--- src/pkg/acc_flags_pkg.sv ---
/*
 Shared types and constants for the accumulator and status flag block.
 Assumes a core that presents one decoded operation per clock.
*/
package acc_flags_pkg;

	localparam logic [7:0] FLAGS_ADDR   = 8'h86;
	localparam int         BIT_CAUSE_HI = 7;
	localparam int         BIT_CAUSE_LO = 6;
	localparam int         BIT_LV_HIGH  = 5;
	localparam int         BIT_LV_MID   = 4;
	localparam int         BIT_CARRY    = 2;
	localparam int         BIT_HALF     = 1;
	localparam int         BIT_ZERO     = 0;
	localparam logic [7:0] FLAGS_WMASK  = 8'hC7;
	localparam logic [7:0] ACC_RESET    = 8'h00;
	localparam logic [1:0] CAUSE_WDOG   = 2'h0;
	localparam logic [1:0] CAUSE_LVD    = 2'h2;
	localparam logic [1:0] CAUSE_PIN    = 2'h3;
	localparam logic [2:0] ALU_RESET    = 3'h0;

	typedef enum logic [3:0]
	{
		OP_NONE,
		OP_ADD,
		OP_ADC,
		OP_SUB,
		OP_SBC,
		OP_AND,
		OP_OR,
		OP_XOR,
		OP_RRC,
		OP_RLC,
		OP_CMP,
		OP_LOAD,
		OP_BRANCH
	} alu_op_t;

	typedef struct packed
	{
		logic       valid;
		alu_op_t    op;
		logic [7:0] operand;
		logic       to_mem;
	} alu_req_t;

	typedef struct packed
	{
		logic       valid;
		logic [7:0] addr;
		logic       write;
		logic       bit_op;
		logic       bit_val;
		logic [2:0] bit_sel;
		logic [7:0] wdata;
	} mem_req_t;

	typedef struct packed
	{
		logic [7:0] result;
		logic       carry;
		logic       half;
		logic       zero;
		logic       upd_carry;
		logic       upd_half;
	} alu_res_t;

endpackage

--- src/rtl/acc_alu.sv ---
/*
 Combinational ALU for the accumulator: result and carry, half carry, zero.
 Assumes the caller registers the outputs.
*/
`timescale 1ns/1ps
module acc_alu
	import acc_flags_pkg::*;
(
	input  wire acc_flags_pkg::alu_op_t  op,        // operation
	input  wire logic [7:0]              acc,       // accumulator
	input  wire logic [7:0]              operand,   // memory or immediate
	input  wire logic                    carry_in,  // current carry flag
	output acc_flags_pkg::alu_res_t      res        // result and flag updates
);
	logic [8:0] sum;
	logic [4:0] nib;
	logic       cin;

	always_comb
	begin
		res = '0;
		sum = '0;
		nib = '0;
		cin = (op == OP_ADC || op == OP_SBC) ? carry_in : (op == OP_SUB || op == OP_CMP);
		case (op)
			OP_ADD, OP_ADC:
			begin
				sum = {1'b0, acc} + {1'b0, operand} + {8'h00, cin};
				nib = {1'b0, acc[3:0]} + {1'b0, operand[3:0]} + {4'h0, cin};
				res.upd_carry = 1'b1;
				res.upd_half  = 1'b1;
			end
			// subtraction as add of complement: carry set means no borrow
			OP_SUB, OP_SBC, OP_CMP:
			begin
				sum = {1'b0, acc} + {1'b0, ~operand} + {8'h00, cin};
				nib = {1'b0, acc[3:0]} + {1'b0, ~operand[3:0]} + {4'h0, cin};
				res.upd_carry = 1'b1;
				res.upd_half  = (op != OP_CMP);
			end
			OP_AND:    sum = {1'b0, acc & operand};
			OP_OR:     sum = {1'b0, acc | operand};
			OP_XOR:    sum = {1'b0, acc ^ operand};
			OP_RRC:
			begin
				sum = {operand[0], carry_in, operand[7:1]};
				res.upd_carry = 1'b1;
			end
			OP_RLC:
			begin
				sum = {operand, carry_in};
				res.upd_carry = 1'b1;
			end
			OP_LOAD, OP_BRANCH: sum = {1'b0, operand};
			default:   sum = {1'b0, acc};
		endcase
		res.result = sum[7:0];
		res.carry  = sum[8];
		res.half   = nib[4];
		res.zero   = (sum[7:0] == 8'h00);
	end
endmodule

--- src/rtl/acc_flags.sv ---
/*
 Accumulator, status flag register, save/restore buffers and flag register port.
 Assumes the core decodes instructions and presents one request per clock;
 voltage detector levels and reset cause come from asynchronous analog logic.
*/
`timescale 1ns/1ps
// Notes on behaviour
// (RULE_01) eight-bit accumulator; operations update zero, carries
// (RULE_02) accumulator has no data memory address
// (RULE_03) interrupt entry leaves accumulator and flags alone
// (RULE_04) save copies both to buffers; restore reloads
// (RULE_05) bits seven, six give last reset cause
// (RULE_06) bit five: supply at/below high threshold
// (RULE_07) bit four: supply at/below mid threshold
// (RULE_08) bit two is the carry flag
// (RULE_09) bit one is the nibble half carry
// (RULE_10) bit zero set when result is zero
// (RULE_11) bit set/clear only on read-write registers
// (RULE_12) software writes fixed bits with shown values
// (RULE_13) writes skip detector flags; bit three reads zero
module acc_flags
	import acc_flags_pkg::*;
(
	input  wire logic                    CLK,          // 200 MHz core clock
	input  wire logic                    RESET,        // synchronous, active high
	input  wire acc_flags_pkg::alu_req_t ALU_REQ,      // accumulator operation
	input  wire acc_flags_pkg::mem_req_t MEM_REQ,      // data memory access to flags
	input  wire logic                    SAVE,         // save instruction
	input  wire logic                    RESTORE,      // restore instruction
	input  wire logic                    INT_ENTRY,    // interrupt vector taken
	input  wire logic [1:0]              RESET_CAUSE,  // cause of the reset in force
	input  wire logic                    OPT_HIGH,     // detector_option_high
	input  wire logic                    OPT_MID,      // detector_option_mid
	input  wire logic                    LV_HIGH_IN,   // comparator, supply <= 3.6 V
	input  wire logic                    LV_MID_IN,    // comparator, supply <= 2.4 V
	output logic [7:0]                   ACC,          // work_accumulator
	output logic [7:0]                   FLAGS,        // program_status_flags
	output logic [7:0]                   MEM_RDATA,    // flag register read data
	output logic [7:0]                   ALU_RESULT,   // result headed for memory
	output logic                         RESULT_VALID  // ALU_RESULT valid pulse
);
	logic [7:0]  work_accumulator;
	logic [1:0]  reset_cause;
	logic        supply_low_high_thresh_flag;
	logic        supply_low_mid_thresh_flag;
	logic        carry;
	logic        nibble_half_bit;
	logic        zero;
	logic [7:0]  save_acc;
	logic [7:0]  save_flags;
	logic [2:0]  sync_high;
	logic [2:0]  sync_mid;
	logic        caught;
	alu_res_t    alu;
	logic        flags_hit;
	logic [7:0]  next_flags;
	logic [7:0]  status_now;

	function automatic logic [7:0] pack_flags(input logic [1:0] rc, input logic hi,
		input logic mid, input logic c, input logic dc, input logic z);
		pack_flags = {rc, hi, mid, 1'b0, c, dc, z};
	endfunction

	// live view of the register; the FLAGS port lags it by one clock, so save,
	// read and bit ops take this one to avoid acting on a stale copy
	assign status_now = pack_flags(reset_cause, supply_low_high_thresh_flag,
		supply_low_mid_thresh_flag, carry, nibble_half_bit, zero); // RULE_13

	acc_alu u_alu
	(
		.op       (ALU_REQ.op),
		.acc      (work_accumulator),
		.operand  (ALU_REQ.operand),
		.carry_in (carry),
		.res      (alu)
	);

	// the accumulator is never decoded as a memory address
	assign flags_hit = MEM_REQ.valid && MEM_REQ.addr == FLAGS_ADDR; // RULE_02

	// bit ops are read-modify-write on the flag register, which is read-write
	always_comb
	begin
		next_flags = status_now;
		if (MEM_REQ.bit_op)
			next_flags[MEM_REQ.bit_sel] = MEM_REQ.bit_val; // RULE_11
		else
			next_flags = MEM_REQ.wdata;
	end

	always_ff @(posedge CLK)
	begin
		if (RESET)
			work_accumulator <= ACC_RESET;
		else if (RESTORE)
			work_accumulator <= save_acc; // RULE_04
		else if (ALU_REQ.valid && !ALU_REQ.to_mem && ALU_REQ.op != OP_CMP
			&& ALU_REQ.op != OP_BRANCH && ALU_REQ.op != OP_NONE)
			work_accumulator <= alu.result; // RULE_01
	end

	always_ff @(posedge CLK)
	begin
		if (RESET)
		begin
			save_acc   <= ACC_RESET;
			save_flags <= 8'h00;
		end
		else if (SAVE)
		begin
			save_acc   <= work_accumulator; // RULE_04
			save_flags <= status_now;
		end
	end

	// cause is a strap level: caught by the first clock after reset release
	always_ff @(posedge CLK)
	begin
		if (RESET)
			caught <= 1'b0;
		else
			caught <= 1'b1;
	end

	always_ff @(posedge CLK)
	begin
		if (RESET)
			reset_cause <= CAUSE_PIN;
		else if (!caught)
			reset_cause <= RESET_CAUSE; // RULE_05
		else if (RESTORE)
			reset_cause <= save_flags[BIT_CAUSE_HI:BIT_CAUSE_LO];
		else if (flags_hit && MEM_REQ.write)
			reset_cause <= next_flags[BIT_CAUSE_HI:BIT_CAUSE_LO];
	end

	// comparator levels are asynchronous: three stages, act when last two agree
	always_ff @(posedge CLK)
	begin
		if (RESET)
		begin
			sync_high <= 3'h0;
			sync_mid  <= 3'h0;
			supply_low_high_thresh_flag <= 1'b0;
			supply_low_mid_thresh_flag  <= 1'b0;
		end
		else
		begin
			sync_high <= {sync_high[1:0], LV_HIGH_IN};
			sync_mid  <= {sync_mid[1:0], LV_MID_IN};
			// option off forces zero even while the comparator is bouncing
			if (!OPT_HIGH)
				supply_low_high_thresh_flag <= 1'b0; // RULE_06
			else if (sync_high[2] == sync_high[1])
				supply_low_high_thresh_flag <= sync_high[2]; // RULE_06
			if (!OPT_MID)
				supply_low_mid_thresh_flag <= 1'b0; // RULE_07
			else if (sync_mid[2] == sync_mid[1])
				supply_low_mid_thresh_flag <= sync_mid[2]; // RULE_07
		end
	end

	// interrupt entry has no path here: accumulator and flags just hold // RULE_03
	always_ff @(posedge CLK)
	begin
		if (RESET)
		begin
			carry           <= 1'b0;
			nibble_half_bit <= 1'b0;
			zero            <= 1'b0;
		end
		else if (RESTORE)
		begin
			carry           <= save_flags[BIT_CARRY]; // RULE_04
			nibble_half_bit <= save_flags[BIT_HALF];
			zero            <= save_flags[BIT_ZERO];
		end
		else if (ALU_REQ.valid && ALU_REQ.op != OP_NONE)
		begin
			if (alu.upd_carry)
				carry <= alu.carry; // RULE_08
			if (alu.upd_half)
				nibble_half_bit <= alu.half; // RULE_09
			zero <= alu.zero; // RULE_10
		end
		else if (flags_hit && MEM_REQ.write)
		begin
			carry           <= next_flags[BIT_CARRY]; // RULE_13
			nibble_half_bit <= next_flags[BIT_HALF];
			zero            <= next_flags[BIT_ZERO];
		end
	end

	always_ff @(posedge CLK)
	begin
		if (RESET)
		begin
			ACC          <= ACC_RESET;
			FLAGS        <= 8'h00;
			MEM_RDATA    <= 8'h00;
			ALU_RESULT   <= 8'h00;
			RESULT_VALID <= 1'b0;
		end
		else
		begin
			ACC   <= work_accumulator;
			FLAGS        <= status_now; // RULE_13
			MEM_RDATA    <= flags_hit ? status_now : 8'h00;
			ALU_RESULT   <= alu.result;
			RESULT_VALID <= ALU_REQ.valid && ALU_REQ.to_mem;
		end
	end
endmodule
--- config.mk ---
export PLATFORM = sky130hd
export DESIGN_NAME = acc_flags
export DESIGN_NICKNAME = d
export VERILOG_FILES = /design/src/pkg/acc_flags_pkg.sv /design/src/rtl/acc_alu.sv /design/src/rtl/acc_flags.sv
export SDC_FILE = /design/constraint.sdc
export NUM_CORES = 1
export LEC_CHECK = 0
export BUFFER_PORTS_ARGS = -buffer_cell sky130_fd_sc_hd__buf_2
export CAP_MARGIN = 20
export CORE_UTILIZATION = 50
export CTS_BUF_LIST = sky130_fd_sc_hd__clkbuf_2 sky130_fd_sc_hd__clkbuf_4 sky130_fd_sc_hd__clkbuf_8
export CTS_CLUSTER_SIZE = 24
export DETAILED_ROUTE_END_ITERATION = 8
export PLACE_DENSITY_LB_ADDON = 0.2
export SLEW_MARGIN = 30
export SYNTH_ARGS = -nofsm -noshare
export SYNTH_HDL_FRONTEND = slang
export SYNTH_HIERARCHICAL = 1
export SYNTH_SLANG_ARGS = --single-unit
export TNS_END_PERCENT = 30
--- constraint.sdc ---
create_clock -name CLK -period 3.8 [get_ports CLK]
set_input_delay 0.19 -clock CLK [delete_from_list [all_inputs] [get_ports CLK]]
set_output_delay 0.19 -clock CLK [all_outputs]
set_load 0.005 [all_outputs]
# Word-level counts from Yosys, hierarchy flattened
# Index checks and enable logic that the tools add are counted.
word_totals:
  wordCells: 108
  reg_bits: 70
  inputBits: 48
  output_inout_bits: 33
op_classes:
  magnitude_cmp: 2
  n_eq_ne: 20
  addsub: 8
  n_bitwise: 8
  reduce_logical: 25
  muxes: 26
ops:
  columns: ["cell", "count"]
  rows:
  - ["case mux 9 bit (8 select lines)", 1]
  - ["two-way mux 8 bit", 3]
  - ["equality test 4 bit, second input constant", 5]
  - ["adder 8 x 8 -> 9 bit", 2]
  - ["adder 9 x 1 -> 9 bit", 2]
  - ["equality test 4 x 3 -> 1 bit, second input constant", 4]
  - ["two-way mux 1 bit", 15]
  - ["adder 4 x 4 -> 5 bit", 2]
  - ["adder 5 x 1 -> 5 bit", 2]
  - ["case mux 5 bit (2 select lines)", 1]
  - ["OR reduction 2 bit", 5]
  - ["logical AND 1 bit", 9]
  - ["AND 8 bit", 1]
  - ["bitwise mux 8 bit", 1]
  - ["equality test 4 x 2 -> 1 bit, second input constant", 2]
  - ["equality test 8 bit, second input constant", 1]
  - ["zero test 8 bit", 1]
  - ["inequality test 4 bit, second input constant", 2]
  - ["inverter 8 bit", 1]
  - ["OR 8 bit", 1]
  - ["XOR 8 bit", 1]
  - ["OR reduction 7 bit", 1]
  - ["two-way mux 2 bit", 3]
  - ["inequality test 3 bit, second input constant", 2]
  - ["other kinds (16)", 21]

# Logic depth before layout (Yosys ltp)
logic_depth:
  word_depth: 9
  mapped_depth: 19
  depth_no_buf: 16

# By module
# The synthesis kept the hierarchy.
modules_own_cells:
  columns: ["mod", "area_per_inst_um2", "seq_area_each_um2", "cells_per_inst", "n_inst"]
  rows:
  - ["acc_flags", 2463.6, 1321.3, 245, 1]
  - ["acc_alu", 1838.0, 0.0, 276, 1]

# Worst setup path after synthesis
# No wires, ideal clock.
synth_timing:
  kind: "input to register"
  from: "in ALU_REQ[12] (netlist name)"
  to: "reg zero"
  stages: 19
  arrival_ns: 3.671
  setup_ns: 0.078
  n_path_buf: 4
  path_slack_ns: 0.051
  required_time_ns: 3.722
  cell_sequence: "buf_6 -> clkbuf_1 -> buf_2 -> clkbuf_1 -> o21ai_0 -> o22ai_1 -> fa_1 -> inv_1 -> fa_1 -> o21bai_1 -> a21oi_1 -> a221o_1 -> nand2_1 -> a31oi_1 -> or4b_1 -> nor4_2 -> a211o_1 -> a31oi_1 -> nor3_1"
synth_lines:
  columns: ["item", "line", "text"]
  rows:
  - ["start: declaration", "acc_flags.sv:26", "input wire acc_flags_pkg::alu_req_t ALU_REQ,"]
  - ["end signal: assignment", "acc_flags.sv:176", "zero <= save_flags[BIT_ZERO];"]
  - ["end signal: assignment", "acc_flags.sv:184", "zero <= alu.zero;"]
  - ["end signal: assignment", "acc_flags.sv:190", "zero <= next_flags[BIT_ZERO];"]
  - ["end: declaration", "acc_flags.sv:48", "logic zero;"]

==> impl_metrics.tcl <==
set metrics [dict create \
    count_of_mapped_cells_out_of_synthesis 521 \
    post_cts_hold_buffer_count 0 \
    finClkSkew_ns 0.006632 \
    diodes 0 \
    synth_top_cell_area_share_pct 30.72 \
    syn-mean-instance-area_sq_um 8.256 \
    worst_slew_margin_rel_pct 38.62 \
    setup.worst_path.end_class "flip-flop" \
    hold-path-cell-count 2 \
    rr_worst_depth 15 \
    max-vdd-ir-drop_v 0.0002839 \
    wl_per_cell_um 16.44 \
    grt_overflow 0 \
    numCtsBuffers 9 \
    rsz0062_at_grt "false" \
    antenna_found_initial 0 \
    crit_type "reg2reg" \
    clock_sink_count 66 \
    grt_pass1_vias 3642 \
    hpwl_um 8126 \
    fp.dieW_um 94.76 \
    required_ns 4.07 \
    rd_place_congestion 1.022 \
    floorplan.rows 33 \
    worstPathMaxFanout 4 \
    worst_r2r_endpoint "zero" \
    cp_data_arrival_time_ns 3.74 \
    ctsHtreeMaxLevel 3 \
    drive_gt1_share_pct 18.66 \
    setup-violations-final 0 \
    clk_root_buffer_cell "sky130_fd_sc_hd__clkbuf_8" \
    min_period_ns 3.470 \
    tns_ns 0 \
    drt.antenna.violating_nets 0 \
    power.density_cell_area_nw_per_um2 353.6 \
    drtIter0Drc 304 \
    synthesis.yosys.warnings 6 \
    asyncSetResetFlopFracSynth_pct 0 \
    drc 0 \
    synth-edff-count 0 \
    final-instance-count-excl-fill 689 \
    hold_viol 0 \
    holdCritPathClass "in2reg" \
    synth_ff_type "sky130_fd_sc_hd__dfxtp_1" \
    drv_cap 0 \
    crit_path_cell_trace "a32oi_1, o22ai_1, fa_1, inv_1, fa_1, nand2b_1, a21oi_1, o221ai_1, nand2_1, a31oi_1, or4b_1, nor4_2, a211o_1, a31oi_1, nor3_1" \
    gr-usage-all-layers_pct 25.64 \
    clk_transition_reported_paths_ns 0.08 \
    timing_worst_slew_pin_value_ns 0.9207 \
    post_cts_setup_driven_buffer_insertion_count 0 \
    die-area_sq_um 8979 \
    setup.reg_to_reg.worst_slack_ns 0.33 \
    min_period_over_period_pct 91.32 \
    crit_path_max_incr_delay_ns 0.56 \
    number_of_nets_in_the_layout 654 \
    mapped_cell_area_sq_um 4302 \
    utilization_pct 59.14 \
    yosysUniqueCellTypes 73 \
    grt_start_max_net_pins 54 \
    numPlacedInstances 673 \
    synth.largest_area_cell "sky130_fd_sc_hd__dfxtp_1" \
    drt_first_pass_iters 5 \
    routed_wl_um 11330 \
    die_height_um 94.76 \
    cts-resized-gates 0 \
    outcome "finished clean" \
    portBuffers 74 \
    coreArea_sq_um 8258 \
    ys_top_cells_by_area "sky130_fd_sc_hd__dfxtp_1 (31%), sky130_fd_sc_hd__ha_1 (6.7%), sky130_fd_sc_hd__mux2i_1 (6.1%)" \
    whs_ns 0.05574 \
    timing_max_transition_violations_final 0 \
    syn2layout_area_growth_pct 13.53 \
    max-clock-path-buffers 2 \
    avgViaCountPerCell 5.903 \
    start_util_pct 52.09 \
    leakagePower_nw 2.165 \
    timing.fmax_ghz 0.2882 \
    num_io_pins 81 \
    crit_slowest_cell "sky130_fd_sc_hd__or4b_1" \
    worst_hold_path.endpoint "sync_high[0]" \
    synth_seq_area_share_pct 30.72 \
    rr_startpoint "carry" \
    setup.worst_path.start "carry" \
    clock_tree_from_tritoncts "built" \
    min_from "LV_HIGH_IN" \
    wire_length_of_the_first_global_routing_pass_um 17890 \
    ys_ff_latch 66 \
    worst_skew_pair.late_latency_ns 0.34 \
    detailroute.via_count 4067 \
    start_kind "flip-flop" \
]
sequential cells by signal, indices dropped and copies added, names as in the netlist, 2 cells and up:
register          flops
ACC                   8
ALU_RESULT            8
FLAGS                 7
MEM_RDATA             7
reset_cause           2
save_acc              8
save_flags            5
sync_high             3
sync_mid              3
work_accumulator      8
cells by family after synthesis:
family                   after synthesis  share of synthesized area, %
AO/OA/AOI/OAI                        151                         24.32
XOR/XNOR                               8                         1.629
adder cells (fa/ha/maj)               29                         9.017
buffers and inverters                 71                         7.359
flip-flops                            66                         30.72
multiplexers                          26                         6.050
other                                  1                       0.08718
AND/OR/NAND/NOR                      169                         20.83
report_power, final:
| part | leakage (nW) | internal, W | switching [W] | total, W |
|---|---|---|---|---|
| registers | 0.541 | 0.000725 | 0.0000252 | 0.000750 |
| logic | 1.53 | 0.000161 | 0.000233 | 0.000394 |
| clock network | 0.0990 | 0.000301 | 0.000281 | 0.000583 |
layer usage:
metal	wire [um]	GRT usage (%)
met5	0	0
met4	154	8.081
met3	857	5.072
met2	5208	41.49
met1	5108	34.17
layout make-up:
type | count | area, sq um
Timing Repair Buffer | 84 | 445.4
Sequential cell | 66 | 1321
Tap cell | 105 | 131.4
Clock buffer | 9 | 123.9
Multi-Input combinational cell | 385 | 2668
Inverter | 33 | 123.9
Clock inverter | 7 | 70.07
Fill cell | 762 | 3374
critical path: cells and delay by family (launching register included):
kind	cells	cell delay, ns
compound gates	7	1.10
fa+ha+maj	2	0.64
buf+inv	1	0.06
flops	1	0.35
simple gates	5	1.24
placed cells by master, fill, tap and decap left out, types with 5 or more instances in the layout:
master                     instances
sky130_fd_sc_hd__o22ai_1           8
sky130_fd_sc_hd__o31ai_1           5
sky130_fd_sc_hd__and3_1           10
sky130_fd_sc_hd__nand2_1          29
sky130_fd_sc_hd__buf_2            74
sky130_fd_sc_hd__nor2b_1          34
sky130_fd_sc_hd__mux2i_1          26
sky130_fd_sc_hd__a22oi_1           6
sky130_fd_sc_hd__xor2_1            5
sky130_fd_sc_hd__a31oi_1          12
sky130_fd_sc_hd__dfxtp_1          66
sky130_fd_sc_hd__a32oi_1           6
sky130_fd_sc_hd__o21bai_1          6
sky130_fd_sc_hd__clkbuf_8          9
sky130_fd_sc_hd__nor2_1           49
sky130_fd_sc_hd__buf_4            10
sky130_fd_sc_hd__ha_1             23
sky130_fd_sc_hd__a21oi_1          26
sky130_fd_sc_hd__o21ai_0          27
sky130_fd_sc_hd__inv_1            33
sky130_fd_sc_hd__a211oi_1         12
sky130_fd_sc_hd__nor3_1            9
sky130_fd_sc_hd__nand3_1           5
cells in the mapped netlist, types with 5 or more instances:
| master | instances |
|---|---|
| sky130_fd_sc_hd__nand3_1 | 5 |
| sky130_fd_sc_hd__buf_2 | 13 |
| sky130_fd_sc_hd__o21ai_0 | 27 |
| sky130_fd_sc_hd__o21bai_1 | 6 |
| sky130_fd_sc_hd__nor3_1 | 9 |
| sky130_fd_sc_hd__mux2i_1 | 26 |
| sky130_fd_sc_hd__xor2_1 | 5 |
| sky130_fd_sc_hd__nand2_1 | 29 |
| sky130_fd_sc_hd__a31oi_1 | 12 |
| sky130_fd_sc_hd__nor2b_1 | 34 |
| sky130_fd_sc_hd__o31ai_1 | 5 |
| sky130_fd_sc_hd__a32oi_1 | 6 |
| sky130_fd_sc_hd__a22oi_1 | 6 |
| sky130_fd_sc_hd__nor2_1 | 49 |
| sky130_fd_sc_hd__a211oi_1 | 12 |
| sky130_fd_sc_hd__o22ai_1 | 8 |
| sky130_fd_sc_hd__and3_1 | 10 |
| sky130_fd_sc_hd__inv_1 | 33 |
| sky130_fd_sc_hd__a21oi_1 | 26 |
| sky130_fd_sc_hd__clkbuf_1 | 17 |
| sky130_fd_sc_hd__dfxtp_1 | 66 |
| sky130_fd_sc_hd__ha_1 | 23 |
through the flow:
stage | total power [W] | area, sq um | setup slack, ns
6_report | 0.001727 | 4883 | 0.3299
5_1_grt | 0.001813 | 4883 | 0.06676
4_1_cts | 0.001734 | 4883 | 0.3427
3_5_place_dp | 0.001152 | 4690 | 0.1268
3_3_place_gp | 0.001143 | 4690 | 0.2263
2_1_floorplan | 0.001032 | 4305 | 0.05137
worst max path at each step:
stage / endpoint / cells past startpoint
finish: zero / 15
detailed placement: zero / 17
global placement: zero / 17
CTS: zero / 15
floorplan: zero / 19
global route: zero / 15
(Power assumes the default switching activity.)
